[config.mk]
export PLATFORM = sky130hd
export DESIGN_NAME = sssir_regs
export DESIGN_NICKNAME = d
export VERILOG_FILES = /design/src/sssir_pkg.sv /design/src/sssir_regs.sv /design/src/sssir_semaphore.sv /design/src/sssir_irq.sv
export SDC_FILE = /design/constraint.sdc
export NUM_CORES = 1
export LEC_CHECK = 0
export ABC_AREA = 1
export BUFFER_PORTS_ARGS = -buffer_cell sky130_fd_sc_hd__buf_2
export CORE_MARGIN = 2
export CORE_UTILIZATION = 45
export CTS_BUF_LIST = sky130_fd_sc_hd__clkbuf_4 sky130_fd_sc_hd__clkbuf_8
export DETAILED_ROUTE_END_ITERATION = 8
export GPL_TIMING_DRIVEN = 0
export PLACE_DENSITY = 0.78
export REMOVE_ABC_BUFFERS = 1
export SLEW_MARGIN = 20
export SYNTH_ARGS = -nofsm -noshare
export SYNTH_HDL_FRONTEND = slang
export SYNTH_SLANG_ARGS = --single-unit
[constraint.sdc]
create_clock -name clk -period 1.6 [get_ports clk]
set_input_delay 0.4 -clock clk [delete_from_list [all_inputs] [get_ports clk]]
set_output_delay 0.4 -clock clk [all_outputs]
set_load 0.03 [all_outputs]
[src/sssir_pkg.sv]
package sssir_pkg;

  // ----------------------------------------------------------------
  // Register offsets
  // ----------------------------------------------------------------
  localparam logic [11:0] OFF_ACQUIRE_TASK = 12'h024;
  localparam logic [11:0] OFF_RELEASE_TASK = 12'h028;
  localparam logic [11:0] OFF_DONE_EVENT = 12'h104;
  localparam logic [11:0] OFF_RXFULL_EVENT = 12'h110;
  localparam logic [11:0] OFF_ACQUIRED_EVENT = 12'h128;
  localparam logic [11:0] OFF_SHORTCUTS = 12'h200;
  localparam logic [11:0] OFF_INT_SET = 12'h304;
  localparam logic [11:0] OFF_INT_CLEAR = 12'h308;
  localparam logic [11:0] OFF_SEM_STATUS = 12'h400;

  // ----------------------------------------------------------------
  // Field positions and reset values
  // ----------------------------------------------------------------
  localparam int BIT_DONE = 1;
  localparam int BIT_RXFULL = 4;
  localparam int BIT_ACQUIRED = 10;
  localparam int BIT_SHORT_DONE_ACQ = 0;
  localparam logic [10:0] INT_EN_RESET = 11'h000;
  localparam logic [31:0] ZERO_WORD = 32'h00000000;
  localparam logic [1:0] RESP_OKAY = 2'h0;
  localparam logic [1:0] RESP_SLVERR = 2'h2;

  // ----------------------------------------------------------------
  // Semaphore ownership codes
  // ----------------------------------------------------------------
  localparam logic [1:0] SEM_FREE = 2'h0;
  localparam logic [1:0] SEM_CPU = 2'h1;
  localparam logic [1:0] SEM_ENGINE = 2'h2;
  localparam logic [1:0] SEM_WAITING = 2'h3;

  typedef enum logic [1:0] {
    SSSIR_FREE,
    SSSIR_CPU,
    SSSIR_ENGINE,
    SSSIR_HANDOVER
  } sssir_sem_t;

  // Events raised by the register bank toward the interrupt block.
  typedef struct packed {
    logic acquired;
    logic rxFull;
    logic done;
  } sssir_events_t;

endpackage

[src/sssir_regs.sv]
`timescale 1ns/100ps
`default_nettype none
module sssir_regs
  import sssir_pkg::*;
(
  input wire logic clk,
  input wire logic sys_rst,
  input wire logic [11:0] s_axi_awaddr,
  input wire logic s_axi_awvalid,
  output logic s_axi_awready,
  input wire logic [31:0] s_axi_wdata,
  input wire logic [3:0] s_axi_wstrb,
  input wire logic s_axi_wvalid,
  output logic s_axi_wready,
  output logic [1:0] s_axi_bresp,
  output logic s_axi_bvalid,
  input wire logic s_axi_bready,
  input wire logic [11:0] s_axi_araddr,
  input wire logic s_axi_arvalid,
  output logic s_axi_arready,
  output logic [31:0] s_axi_rdata,
  output logic [1:0] s_axi_rresp,
  output logic s_axi_rvalid,
  input wire logic s_axi_rready,
  input wire logic engineReq,
  input wire logic transactionDone,
  input wire logic receiveBufferFull,
  output logic engineGrant,
  output logic irq
);
  import sssir_pkg::*;

  // ----------------------------------------------------------------
  // Write channel capture
  // ----------------------------------------------------------------
  logic awHeld;
  logic wHeld;
  logic [11:0] awAddr;
  logic [31:0] wData;
  logic [3:0] wStrb;
  logic next_awHeld;
  logic next_wHeld;
  logic [11:0] next_awAddr;
  logic [31:0] next_wData;
  logic [3:0] next_wStrb;
  logic next_bvalid;
  logic [1:0] next_bresp;
  logic doWrite;

  function automatic logic isMapped(input logic [11:0] a);
    isMapped = (a == OFF_ACQUIRE_TASK) || (a == OFF_RELEASE_TASK) || (a == OFF_DONE_EVENT)
      || (a == OFF_RXFULL_EVENT) || (a == OFF_ACQUIRED_EVENT) || (a == OFF_SHORTCUTS)
      || (a == OFF_INT_SET) || (a == OFF_INT_CLEAR) || (a == OFF_SEM_STATUS);
  endfunction

  always_comb
  begin
    next_awHeld = awHeld;
    next_wHeld = wHeld;
    next_awAddr = awAddr;
    next_wData = wData;
    next_wStrb = wStrb;
    next_bvalid = s_axi_bvalid;
    next_bresp = s_axi_bresp;
    if (s_axi_awvalid && s_axi_awready)
    begin
      next_awHeld = 1'b1;
      next_awAddr = {s_axi_awaddr[11:2], 2'h0};
    end
    if (s_axi_wvalid && s_axi_wready)
    begin
      next_wHeld = 1'b1;
      next_wData = s_axi_wdata;
      next_wStrb = s_axi_wstrb;
    end
    doWrite = awHeld && wHeld && !s_axi_bvalid;
    if (doWrite)
    begin
      next_awHeld = 1'b0;
      next_wHeld = 1'b0;
      next_bvalid = 1'b1;
      next_bresp = isMapped(awAddr) ? RESP_OKAY : RESP_SLVERR;
    end
    else if (s_axi_bvalid && s_axi_bready)
    begin
      next_bvalid = 1'b0;
    end
  end

  always_ff @(posedge clk or posedge sys_rst)
  begin
    if (sys_rst)
    begin
      awHeld <= 1'b0;
      wHeld <= 1'b0;
      awAddr <= 12'h000;
      wData <= ZERO_WORD;
      wStrb <= 4'h0;
      s_axi_bvalid <= 1'b0;
      s_axi_bresp <= RESP_OKAY;
      s_axi_awready <= 1'b1;
      s_axi_wready <= 1'b1;
    end
    else
    begin
      awHeld <= next_awHeld;
      wHeld <= next_wHeld;
      awAddr <= next_awAddr;
      wData <= next_wData;
      wStrb <= next_wStrb;
      s_axi_bvalid <= next_bvalid;
      s_axi_bresp <= next_bresp;
      s_axi_awready <= !next_awHeld;
      s_axi_wready <= !next_wHeld;
    end
  end
  // ----------------------------------------------------------------
  // Register decode
  // ----------------------------------------------------------------
  logic wrLow;
  logic wrHigh;
  logic acquireTask;
  logic releaseTask;
  logic acquireReq;
  logic granted;
  logic [1:0] ownerCode;
  logic [10:0] intEnables;
  logic [10:0] setMask;
  logic [10:0] clearMask;
  logic doneFlag;
  logic rxFullFlag;
  logic acquiredFlag;
  logic shortcut;
  logic next_doneFlag;
  logic next_rxFullFlag;
  logic next_acquiredFlag;
  logic next_shortcut;
  logic [10:0] flagVector;
  logic doneEvent;

  always_comb
  begin
    wrLow = doWrite && wStrb[0];
    wrHigh = doWrite && wStrb[1];
    acquireTask = wrLow && (awAddr == OFF_ACQUIRE_TASK) && wData[0];
    releaseTask = wrLow && (awAddr == OFF_RELEASE_TASK) && wData[0];
    doneEvent = transactionDone && engineGrant;
    acquireReq = acquireTask || (shortcut && doneEvent);
    setMask = 11'h000;
    clearMask = 11'h000;
    // Only ones act; zeros written here leave enables alone.
    if (awAddr == OFF_INT_SET)
    begin
      setMask[BIT_DONE] = wrLow && wData[BIT_DONE];
      setMask[BIT_RXFULL] = wrLow && wData[BIT_RXFULL];
      setMask[BIT_ACQUIRED] = wrHigh && wData[BIT_ACQUIRED];
    end
    if (awAddr == OFF_INT_CLEAR)
    begin
      clearMask[BIT_DONE] = wrLow && wData[BIT_DONE];
      clearMask[BIT_RXFULL] = wrLow && wData[BIT_RXFULL];
      clearMask[BIT_ACQUIRED] = wrHigh && wData[BIT_ACQUIRED];
    end
    flagVector = 11'h000;
    flagVector[BIT_DONE] = doneFlag;
    flagVector[BIT_RXFULL] = rxFullFlag;
    flagVector[BIT_ACQUIRED] = acquiredFlag;
  end

  // ----------------------------------------------------------------
  // Event flags and shortcut
  // ----------------------------------------------------------------
  // A hardware set in the same cycle as a software write wins.
  always_comb
  begin
    next_doneFlag = doneFlag;
    next_rxFullFlag = rxFullFlag;
    next_acquiredFlag = acquiredFlag;
    next_shortcut = shortcut;
    if (wrLow && (awAddr == OFF_DONE_EVENT))
    begin
      next_doneFlag = wData[0];
    end
    if (wrLow && (awAddr == OFF_RXFULL_EVENT))
    begin
      next_rxFullFlag = wData[0];
    end
    if (wrLow && (awAddr == OFF_ACQUIRED_EVENT))
    begin
      next_acquiredFlag = wData[0];
    end
    if (wrLow && (awAddr == OFF_SHORTCUTS))
    begin
      next_shortcut = wData[BIT_SHORT_DONE_ACQ];
    end
    if (doneEvent)
    begin
      next_doneFlag = 1'b1;
    end
    if (receiveBufferFull)
    begin
      next_rxFullFlag = 1'b1;
    end
    if (granted)
    begin
      next_acquiredFlag = 1'b1;
    end
  end

  always_ff @(posedge clk or posedge sys_rst)
  begin
    if (sys_rst)
    begin
      doneFlag <= 1'b0;
      rxFullFlag <= 1'b0;
      acquiredFlag <= 1'b0;
      shortcut <= 1'b0;
    end
    else
    begin
      doneFlag <= next_doneFlag;
      rxFullFlag <= next_rxFullFlag;
      acquiredFlag <= next_acquiredFlag;
      shortcut <= next_shortcut;
    end
  end

  // ----------------------------------------------------------------
  // Semaphore and interrupt
  // ----------------------------------------------------------------
  logic engineGrantRaw;

  sssir_semaphore u_sem (
    .clk(clk),
    .sys_rst(sys_rst),
    .acquireReq(acquireReq),
    .releaseReq(releaseTask),
    .engineReq(engineReq),
    .engineDone(transactionDone),
    .ownerCode(ownerCode),
    .granted(granted),
    .engineGrant(engineGrantRaw)
  );

  sssir_irq u_irq (
    .clk(clk),
    .sys_rst(sys_rst),
    .setMask(setMask),
    .clearMask(clearMask),
    .flags(flagVector),
    .enables(intEnables),
    .irq(irq)
  );

  always_ff @(posedge clk or posedge sys_rst)
  begin
    if (sys_rst)
    begin
      engineGrant <= 1'b0;
    end
    else
    begin
      engineGrant <= engineGrantRaw;
    end
  end

  // ----------------------------------------------------------------
  // Read channel
  // ----------------------------------------------------------------
  logic [31:0] readWord;
  logic [31:0] next_rdata;
  logic [1:0] next_rresp;
  logic next_rvalid;

  always_comb
  begin
    readWord = ZERO_WORD;
    unique case ({s_axi_araddr[11:2], 2'h0})
      OFF_DONE_EVENT: readWord[0] = doneFlag;
      OFF_RXFULL_EVENT: readWord[0] = rxFullFlag;
      OFF_ACQUIRED_EVENT: readWord[0] = acquiredFlag;
      OFF_SHORTCUTS: readWord[BIT_SHORT_DONE_ACQ] = shortcut;
      OFF_INT_SET: readWord[10:0] = intEnables;
      OFF_INT_CLEAR: readWord[10:0] = intEnables;
      OFF_SEM_STATUS: readWord[1:0] = ownerCode;
      default: readWord = ZERO_WORD;
    endcase
    next_rdata = s_axi_rdata;
    next_rresp = s_axi_rresp;
    next_rvalid = s_axi_rvalid;
    if (s_axi_arvalid && s_axi_arready)
    begin
      next_rvalid = 1'b1;
      next_rdata = readWord;
      next_rresp = isMapped({s_axi_araddr[11:2], 2'h0}) ? RESP_OKAY : RESP_SLVERR;
    end
    else if (s_axi_rvalid && s_axi_rready)
    begin
      next_rvalid = 1'b0;
    end
  end

  always_ff @(posedge clk or posedge sys_rst)
  begin
    if (sys_rst)
    begin
      s_axi_rdata <= ZERO_WORD;
      s_axi_rresp <= RESP_OKAY;
      s_axi_rvalid <= 1'b0;
      s_axi_arready <= 1'b1;
    end
    else
    begin
      s_axi_rdata <= next_rdata;
      s_axi_rresp <= next_rresp;
      s_axi_rvalid <= next_rvalid;
      s_axi_arready <= !next_rvalid;
    end
  end
endmodule // sssir_regs
`default_nettype wire

[src/sssir_semaphore.sv]
`timescale 1ns/100ps
`default_nettype none
module sssir_semaphore
  import sssir_pkg::*;
(
  input wire logic clk,
  input wire logic sys_rst,
  input wire logic acquireReq,
  input wire logic releaseReq,
  input wire logic engineReq,
  input wire logic engineDone,
  output logic [1:0] ownerCode,
  output logic granted,
  output logic engineGrant
);
  sssir_sem_t state;
  sssir_sem_t next_state;
  logic next_granted;

  always_comb
  begin
    next_state = state;
    next_granted = 1'b0;
    unique case (state)
      SSSIR_FREE:
      begin
        if (acquireReq)
        begin
          next_state = SSSIR_CPU;
          next_granted = 1'b1;
        end
        else if (engineReq)
        begin
          next_state = SSSIR_ENGINE;
        end
      end
      SSSIR_CPU:
      begin
        if (releaseReq)
        begin
          next_state = SSSIR_FREE;
        end
      end
      SSSIR_ENGINE:
      begin
        if (acquireReq)
        begin
          next_state = SSSIR_HANDOVER;
        end
        if (engineDone)
        begin
          next_state = acquireReq ? SSSIR_CPU : SSSIR_FREE;
          next_granted = acquireReq;
        end
      end
      SSSIR_HANDOVER:
      begin
        if (engineDone)
        begin
          next_state = SSSIR_CPU;
          next_granted = 1'b1;
        end
      end
    endcase
  end

  always_ff @(posedge clk or posedge sys_rst)
  begin
    if (sys_rst)
    begin
      state <= SSSIR_CPU;
      granted <= 1'b0;
    end
    else
    begin
      state <= next_state;
      granted <= next_granted;
    end
  end

  always_comb
  begin
    unique case (state)
      SSSIR_FREE: ownerCode = SEM_FREE;
      SSSIR_CPU: ownerCode = SEM_CPU;
      SSSIR_ENGINE: ownerCode = SEM_ENGINE;
      SSSIR_HANDOVER: ownerCode = SEM_WAITING;
    endcase
    engineGrant = (state == SSSIR_ENGINE) || (state == SSSIR_HANDOVER);
  end
endmodule // sssir_semaphore
`default_nettype wire

[src/sssir_irq.sv]
`timescale 1ns/100ps
`default_nettype none
module sssir_irq
  import sssir_pkg::*;
(
  input wire logic clk,
  input wire logic sys_rst,
  input wire logic [10:0] setMask,
  input wire logic [10:0] clearMask,
  input wire logic [10:0] flags,
  output logic [10:0] enables,
  output logic irq
);
  logic [10:0] next_enables;
  logic next_irq;

  always_comb
  begin
    next_enables = (enables | setMask) & ~clearMask;
    next_irq = |(flags & enables);
  end

  always_ff @(posedge clk or posedge sys_rst)
  begin
    if (sys_rst)
    begin
      enables <= INT_EN_RESET;
      irq <= 1'b0;
    end
    else
    begin
      enables <= next_enables;
      irq <= next_irq;
    end
  end
endmodule // sssir_irq
`default_nettype wire

After elaboration in Yosys (flattened, before gate mapping)
Index checks and enable logic that the tools add are counted.

cells by class
  equality and inequality tests = 25
  multiplexer cells = 38
  bitwise gates (word level) = 4
  reductions and logical operators = 52

operators by type and width
  cell                                                  number
  equality test 10 x 7 -> 1 bit, second input constant  6
  equality test 10 x 8 -> 1 bit, second input constant  6
  equality test 10 x 4 -> 1 bit, second input constant  4
  two-way mux 1 bit                                     24
  AND 11 bit                                            2
  logical AND 1 bit                                     22
  equality test 10 x 9 -> 1 bit, second input constant  2
  logical OR 1 bit                                      18
  two-way mux 2 bit                                     8
  case mux 2 bit (4 select lines)                       2
  NOT 11 bit                                            1
  OR 11 bit                                             1
  OR reduction 11 bit                                   1
  two-way mux 9 bit                                     1
  nonzero test 2 bit                                    4
  != test 3 x 2 -> 1 bit, second input constant         2
  case mux 1 bit (6 select lines)                       1
  equality test 2 bit, second input constant            2
  zero test 1 bit                                       4
  != test 2 bit, second input constant                  2
  AND reduction 4 bit                                   1
  case mux 1 bit (3 select lines)                       1
  equality test 2 x 1 -> 1 bit, second input constant   1
  zero test 2 bit                                       1
  other kinds (2)                                       2

word-level totals
  register bits after elaboration = 65
  input port bits = 70

Longest topological paths before layout
  depth after elaboration = 10
  mapped depth = 10

Modules after synthesis
A second synthesis with hierarchy kept.

second synthesis, totals
  cell total of the unflattened synthesis = 394
  area total of the unflattened synthesis = 2967.8 µm²

by module, submodules not included
  module           times used  cells an instance  area an instance (µm²)
  sssir_regs       1           306                2275.9
  sssir_irq        1           56                 466.7
  sssir_semaphore  1           32                 225.2

Worst setup path after synthesis
OpenSTA, ideal clock, no wires.

  path kind = reg2reg
  start = register s_axi_bvalid
  end = register u_sem.state[1]
  arrival = 1283 ps
  setup slack = 251 ps
  cell stages (with the launch flop) = 10
  clock period less this slack = 1349 ps
  cells stage by stage = dfrtp_1 -> inv_1 -> nand4_2 -> nor2_4 -> nand2_2 -> nand2_1 -> nand2_1 -> nand2_1 -> nand3_1 -> nand2_1

on the way
  longest elaborated chain between the ends = 8
  elaborated cells on any way between the ends = 14

RTL lines
  what                                                                                            RTL line               RTL
  start: declaration                                                                              sssir_regs.sv:16       output logic s_axi_bvalid,
  start signal: assignment                                                                        sssir_regs.sv:111      s_axi_bvalid <= next_bvalid;
  zero test 1 bit *                                                                               sssir_regs.sv:76       doWrite = awHeld && wHeld && !s_axi_bvalid;
  logical AND 1 bit *                                                                             sssir_regs.sv:76
  logical AND 1 bit *                                                                             sssir_regs.sv:143      wrLow = doWrite && wStrb[0];
  logical AND 1 bit (2 in series)                                                                 sssir_regs.sv:145      acquireTask = wrLow && (awAddr == OFF_ACQUIRE_TASK) && wData[0];
  logical OR 1 bit                                                                                sssir_regs.sv:148      acquireReq = acquireTask || (shortcut && doneEvent);
  != test 3 x 2 -> 1 bit (no source line) / two-way mux 2 bit (equally long branches)             n/a
  AND reduction 4 bit (no source line) / case mux 2 bit (4 select lines) (equally long branches)  n/a
  end signal: assignment                                                                          sssir_semaphore.sv:76  state <= next_state;
  end: declaration                                                                                sssir_semaphore.sv:16  sssir_sem_t state;

Mark *: on every way between the ends. The rest lies on a longest branch, timed or not.
A chain may end at the register's enable or synchronous reset.

Worst setup path after layout
  start = register awAddr[11]
  end = register u_sem.state[0]

on the way
  longest elaborated chain between the ends = 7
  elaborated cells on any way between the ends = 15

RTL lines
  what                             RTL line               RTL
  start: declaration               sssir_regs.sv:38       logic [11:0] awAddr;
  start signal: assignment         sssir_regs.sv:108      awAddr <= next_awAddr;
  equality test 10 x 4 -> 1 bit    sssir_regs.sv:145
  logical AND 1 bit (2 in series)  sssir_regs.sv:145
  logical OR 1 bit                 sssir_regs.sv:148
  two-way mux 1 bit                sssir_semaphore.sv:52  next_state = acquireReq ? SSSIR_CPU : SSSIR_FREE;
  two-way mux 2 bit                sssir_semaphore.sv:50  if (engineDone)
  case mux 2 bit (4 select lines)  sssir_semaphore.sv:24  unique case (state)

Parallel ways exist; a longest one is shown, timed or not.

==> impl_results.html <==
<table>
<tr><th>Metric</th><th>Value</th></tr>
<tr><th colspan="2">Logic synthesis</th></tr>
<tr><td>Sequential fraction of the synthesis area</td><td>44.4%</td></tr>
<tr><td>Synthesis warning total</td><td>0</td></tr>
<tr><td>Number of distinct library cells after synthesis</td><td>25</td></tr>
<tr><td>Number of standard cells after synthesis</td><td>311</td></tr>
<tr><td>Combined area of all synthesized cells</td><td>2320 µm²</td></tr>
<tr><td>Number of register bits inferred by synthesis</td><td>41</td></tr>
<tr><td>Mean instance size in the synthesized netlist</td><td>7.46 µm²</td></tr>
<tr><th colspan="2">Global routing</th></tr>
<tr><td>Number of antenna violations at the first check in global routing</td><td>0</td></tr>
<tr><td>Number of global-route vias before repair</td><td>1880</td></tr>
<tr><td>Total gr overflow</td><td>0</td></tr>
<tr><td>Global-route wire length before repair</td><td>7710 µm</td></tr>
<tr><td>GR Util All Layers</td><td>17.4%</td></tr>
<tr><td>Pin count of the biggest net entering global routing</td><td>35</td></tr>
<tr><th colspan="2">Worst setup path</th></tr>
<tr><td>Startpoint-to-endpoint class of the critical path</td><td>flip-flop to flip-flop</td></tr>
<tr><td>Critical path launch point type</td><td>flip-flop</td></tr>
<tr><td>Critical Path Fanout Max</td><td>5</td></tr>
<tr><td>Worst endpoint data arrival time</td><td>1.66 ns</td></tr>
<tr><td>Worst stage delay on the critical path</td><td>0.43 ns</td></tr>
<tr><td>Critical Path RT</td><td>1.83 ns</td></tr>
<tr><td>List of cells traversed by the critical path</td><td>nor2_2, nand3_1, nor2_1, nand2_1, nand2_1, nand2_1, nand2_1, nand3_1, nand2_1</td></tr>
<tr><td>Type of destination of the critical path</td><td>flip-flop</td></tr>
<tr><td>Setup slack, reg-to-reg</td><td>0.17 ns</td></tr>
<tr><td>Library cell appearing most often on the critical path</td><td>sky130_fd_sc_hd__nand2_1</td></tr>
<tr><td>Cell type of the slowest stage on the worst timing path</td><td>sky130_fd_sc_hd__dfrtp_1</td></tr>
<tr><th colspan="2">Clock tree</th></tr>
<tr><td>Root Buffer</td><td>sky130_fd_sc_hd__clkbuf_8</td></tr>
<tr><td>Setup fix buffers added after clock tree synthesis</td><td>0</td></tr>
<tr><td>Number of resized instances in the post-cts repair step</td><td>0</td></tr>
<tr><td>Number of buffers created by CTS</td><td>5</td></tr>
<tr><td>CTS tree</td><td>built</td></tr>
<tr><td>Clock-pin slew on the worst setup and hold paths</td><td>0.07 ns</td></tr>
<tr><td>Clock latency reported for the late side of the worst-skew pair</td><td>0.29 ns</td></tr>
<tr><td>Number of hold-repair buffers added at the cts stage</td><td>0</td></tr>
<tr><td>Num Clock Sinks</td><td>41</td></tr>
<tr><td>H-tree depth reported by CTS</td><td>2</td></tr>
<tr><td>Clock Tree Buf Depth</td><td>2</td></tr>
<tr><th colspan="2">STA</th></tr>
<tr><td>Fmax achieved</td><td>0.699 GHz</td></tr>
<tr><td>Final min period</td><td>1.43 ns</td></tr>
<tr><td>Number of hold-slack violations in the final timing report</td><td>0</td></tr>
<tr><td>Worst hold slack</td><td>0.00444 ns</td></tr>
<tr><td># setup viols final</td><td>0</td></tr>
<tr><td>Ratio of final minimum period to clock period</td><td>89.5%</td></tr>
<tr><td>Clock tree skew after final layout</td><td>0.00552 ns</td></tr>
<tr><td>Final setup slack of the worst path</td><td>0.169 ns</td></tr>
<tr><td>Final Max Tran Viols</td><td>0</td></tr>
<tr><td>RSZ-0062 raised after global routing</td><td>no</td></tr>
<tr><th colspan="2">Route</th></tr>
<tr><td>Vias after detailed routing</td><td>1996</td></tr>
<tr><td>Count of TritonRoute iterations in the first routing pass</td><td>4</td></tr>
<tr><td>Drt initial violations</td><td>89</td></tr>
<tr><td>Routed WL</td><td>4490 µm</td></tr>
<tr><td>Routed length per instance</td><td>10.3 µm</td></tr>
<tr><td>Mean number of vias per cell</td><td>4.59</td></tr>
<tr><td>Number of nets still failing antenna checks after routing</td><td>0</td></tr>
<tr><td>Drt drc</td><td>0</td></tr>
<tr><th colspan="2">Floorplanning</th></tr>
<tr><td>Cell row count</td><td>26</td></tr>
<tr><td>Die area</td><td>5740 µm²</td></tr>
<tr><td>Effective utilization at floorplan</td><td>46.0%</td></tr>
<tr><td>Total core area</td><td>5040 µm²</td></tr>
<tr><td>Ports placed on the boundary</td><td>113</td></tr>
<tr><td>Height of the die</td><td>75.8 µm</td></tr>
<tr><td>Horizontal extent of the die</td><td>75.8 µm</td></tr>
<tr><th colspan="2">Layout</th></tr>
<tr><td>Synthesis-to-finish area growth</td><td>14.0%</td></tr>
<tr><td>Number of inserted diodes</td><td>0</td></tr>
<tr><td>Storage cell area</td><td>1030 µm²</td></tr>
<tr><td>Ratio of cells with drive above 1 in the final layout</td><td>20.3%</td></tr>
<tr><td>Number of non-filler instances in the completed layout</td><td>435</td></tr>
<tr><td>Fillers</td><td>503</td></tr>
<tr><td>Final nets</td><td>434</td></tr>
<tr><td>Footprint of the multi-input gates</td><td>1010 µm²</td></tr>
<tr><th colspan="2">Place</th></tr>
<tr><td>Detailed placer's ending HPWL</td><td>3570 µm</td></tr>
<tr><td>Setup slack after placement</td><td>0.0634 ns</td></tr>
<tr><td>Cell count after placement</td><td>427</td></tr>
<tr><td>Placer congestion estimate</td><td>0.831</td></tr>
<tr><td>Port Buffers</td><td>48</td></tr>
<tr><th colspan="2">Run status</th></tr>
<tr><td>Status</td><td>finished, final reports clean</td></tr>
<tr><th colspan="2">Flow run</th></tr>
<tr><td>Max-cap violation count</td><td>0</td></tr>
<tr><th colspan="2">Hold path</th></tr>
<tr><td>Path type of the worst min-delay path</td><td>primary input to async pin</td></tr>
<tr><th colspan="2">Power and ir drop</th></tr>
<tr><td>Power density relative to cell area</td><td>1430 nW/µm²</td></tr>
<tr><td>Static leakage</td><td>1.41 nW</td></tr>
<tr><td>Worst VDD drop</td><td>0.937 mV</td></tr>
<tr><td>Overall power of the completed layout</td><td>0.00379 W</td></tr>
</table>
## critical path, delay by kind of cell, from the launching register on
family	cells	cell delay [ns]
DFF	1	0.43
and+or+nand+nor	9	0.94
## where the power goes
| part | internal, W | switching [W] |
|---|---|---|
| Combinational | 0.000417 | 0.000993 |
| Clock | 0.000361 | 0.000323 |
| Sequential | 0.00142 | 0.000276 |
## cells in the mapped netlist
cell type,n,area share [%]
sky130_fd_sc_hd__nand4_1,7,1.9
sky130_fd_sc_hd__nand3b_1,3,0.97
sky130_fd_sc_hd__conb_1,1,0.16
sky130_fd_sc_hd__a31oi_1,1,0.27
sky130_fd_sc_hd__dfrtp_1,37,40
sky130_fd_sc_hd__buf_4,30,9.7
sky130_fd_sc_hd__a21oi_1,10,2.2
sky130_fd_sc_hd__clkinv_1,2,0.32
sky130_fd_sc_hd__inv_1,41,6.6
sky130_fd_sc_hd__o31ai_1,2,0.65
sky130_fd_sc_hd__clkbuf_1,2,0.32
sky130_fd_sc_hd__o21ai_0,22,4.7
sky130_fd_sc_hd__nor2_2,8,2.2
sky130_fd_sc_hd__nand3_1,17,3.7
sky130_fd_sc_hd__nor4_1,1,0.27
sky130_fd_sc_hd__nor2_1,30,4.9
sky130_fd_sc_hd__nand4_2,1,0.54
sky130_fd_sc_hd__nor3_1,6,1.3
sky130_fd_sc_hd__nand3_2,1,0.43
sky130_fd_sc_hd__nor2_4,1,0.49
sky130_fd_sc_hd__a41oi_1,1,0.38
sky130_fd_sc_hd__o22ai_1,1,0.27
sky130_fd_sc_hd__dfstp_2,4,4.5
sky130_fd_sc_hd__nand2_2,1,0.27
sky130_fd_sc_hd__nand2_1,81,13
## state kept, by name, indices dropped and copies added, names as in the netlist
name / count
s_axi_rresp: 1
awAddr: 10
s_axi_rdata: 4
acquiredFlag: 1
doneFlag: 1
u_irq.enables: 3
wHeld: 1
rxFullFlag: 1
s_axi_arready: 1
wData: 4
awHeld: 1
u_sem.state: 2
u_sem.granted: 1
s_axi_bvalid: 1
engineGrant: 1
shortcut: 1
s_axi_bresp: 1
s_axi_rvalid: 1
s_axi_wready: 1
u_irq.irq: 1
s_axi_awready: 1
wStrb: 2
## cell type report
class | count | area share [%]
Sequential cell | 41 | 39.0
Multi-Input combinational cell | 224 | 38.3
Timing Repair Buffer | 49 | 9.84
Inverter | 43 | 6.11
Clock buffer | 8 | 3.45
Tap cell | 70 | 3.31
## final timing paths
check | from | to | depth (start not counted)
max | awAddr[11] | u_sem.state[0] | 9
min | sys_rst | awAddr[6] | 2
max reg2reg | awAddr[11] | u_sem.state[0] | 9
min reg2reg | s_axi_rvalid | s_axi_arready | 1
max in group asynchronous | sys_rst | s_axi_arready | 3
min in group clk | s_axi_bready | s_axi_bvalid | 2
## cell families (layout without fill, tap and decap cells)
kind of cell | after synthesis | count (layout) | share of synthesized area [%]
and+or+nand+nor | 157 | 157 | 29.9
DFF | 41 | 41 | 44.4
buffers and inverters | 75 | 100 | 17.0
AOI/OAI and AO/OA | 37 | 37 | 8.47
other | 1 | 30 | 0.162
## placed cells by master (no fill, tap or decap), drive strengths merged
cell	count
clkbuf	8
a41oi	1
o21ai	22
nand3	18
nor3	6
buf	49
o22ai	1
dfrtp	37
nor4	1
inv	41
dfstp	4
conb	30
clkinv	2
a31oi	1
nor2	39
nand2	82
o31ai	2
nand3b	3
a21oi	10
nand4	8
## routing by layer
metal	wire [µm]	part of all wire (%)	global-route usage [%]
met3	288	6.4	3.97
met2	2140	48	30.4
met5	0	0	0
met4	6	0.13	4.09
met1	2060	46	21.8
## metrics by stage
stage | utilization, % | instance area [µm²] | setup TNS (ns)
4_1_cts | 52.3 | 2640 | 0
3_5_place_dp | 50.4 | 2540 | 0
3_3_place_gp | 50.0 | 2520 | -7.87
5_1_grt | 52.4 | 2640 | 0
2_1_floorplan | - | 2200 | 0
6_report | 52.4 | 2640 | 0
Power figures use the tool's default switching activity.
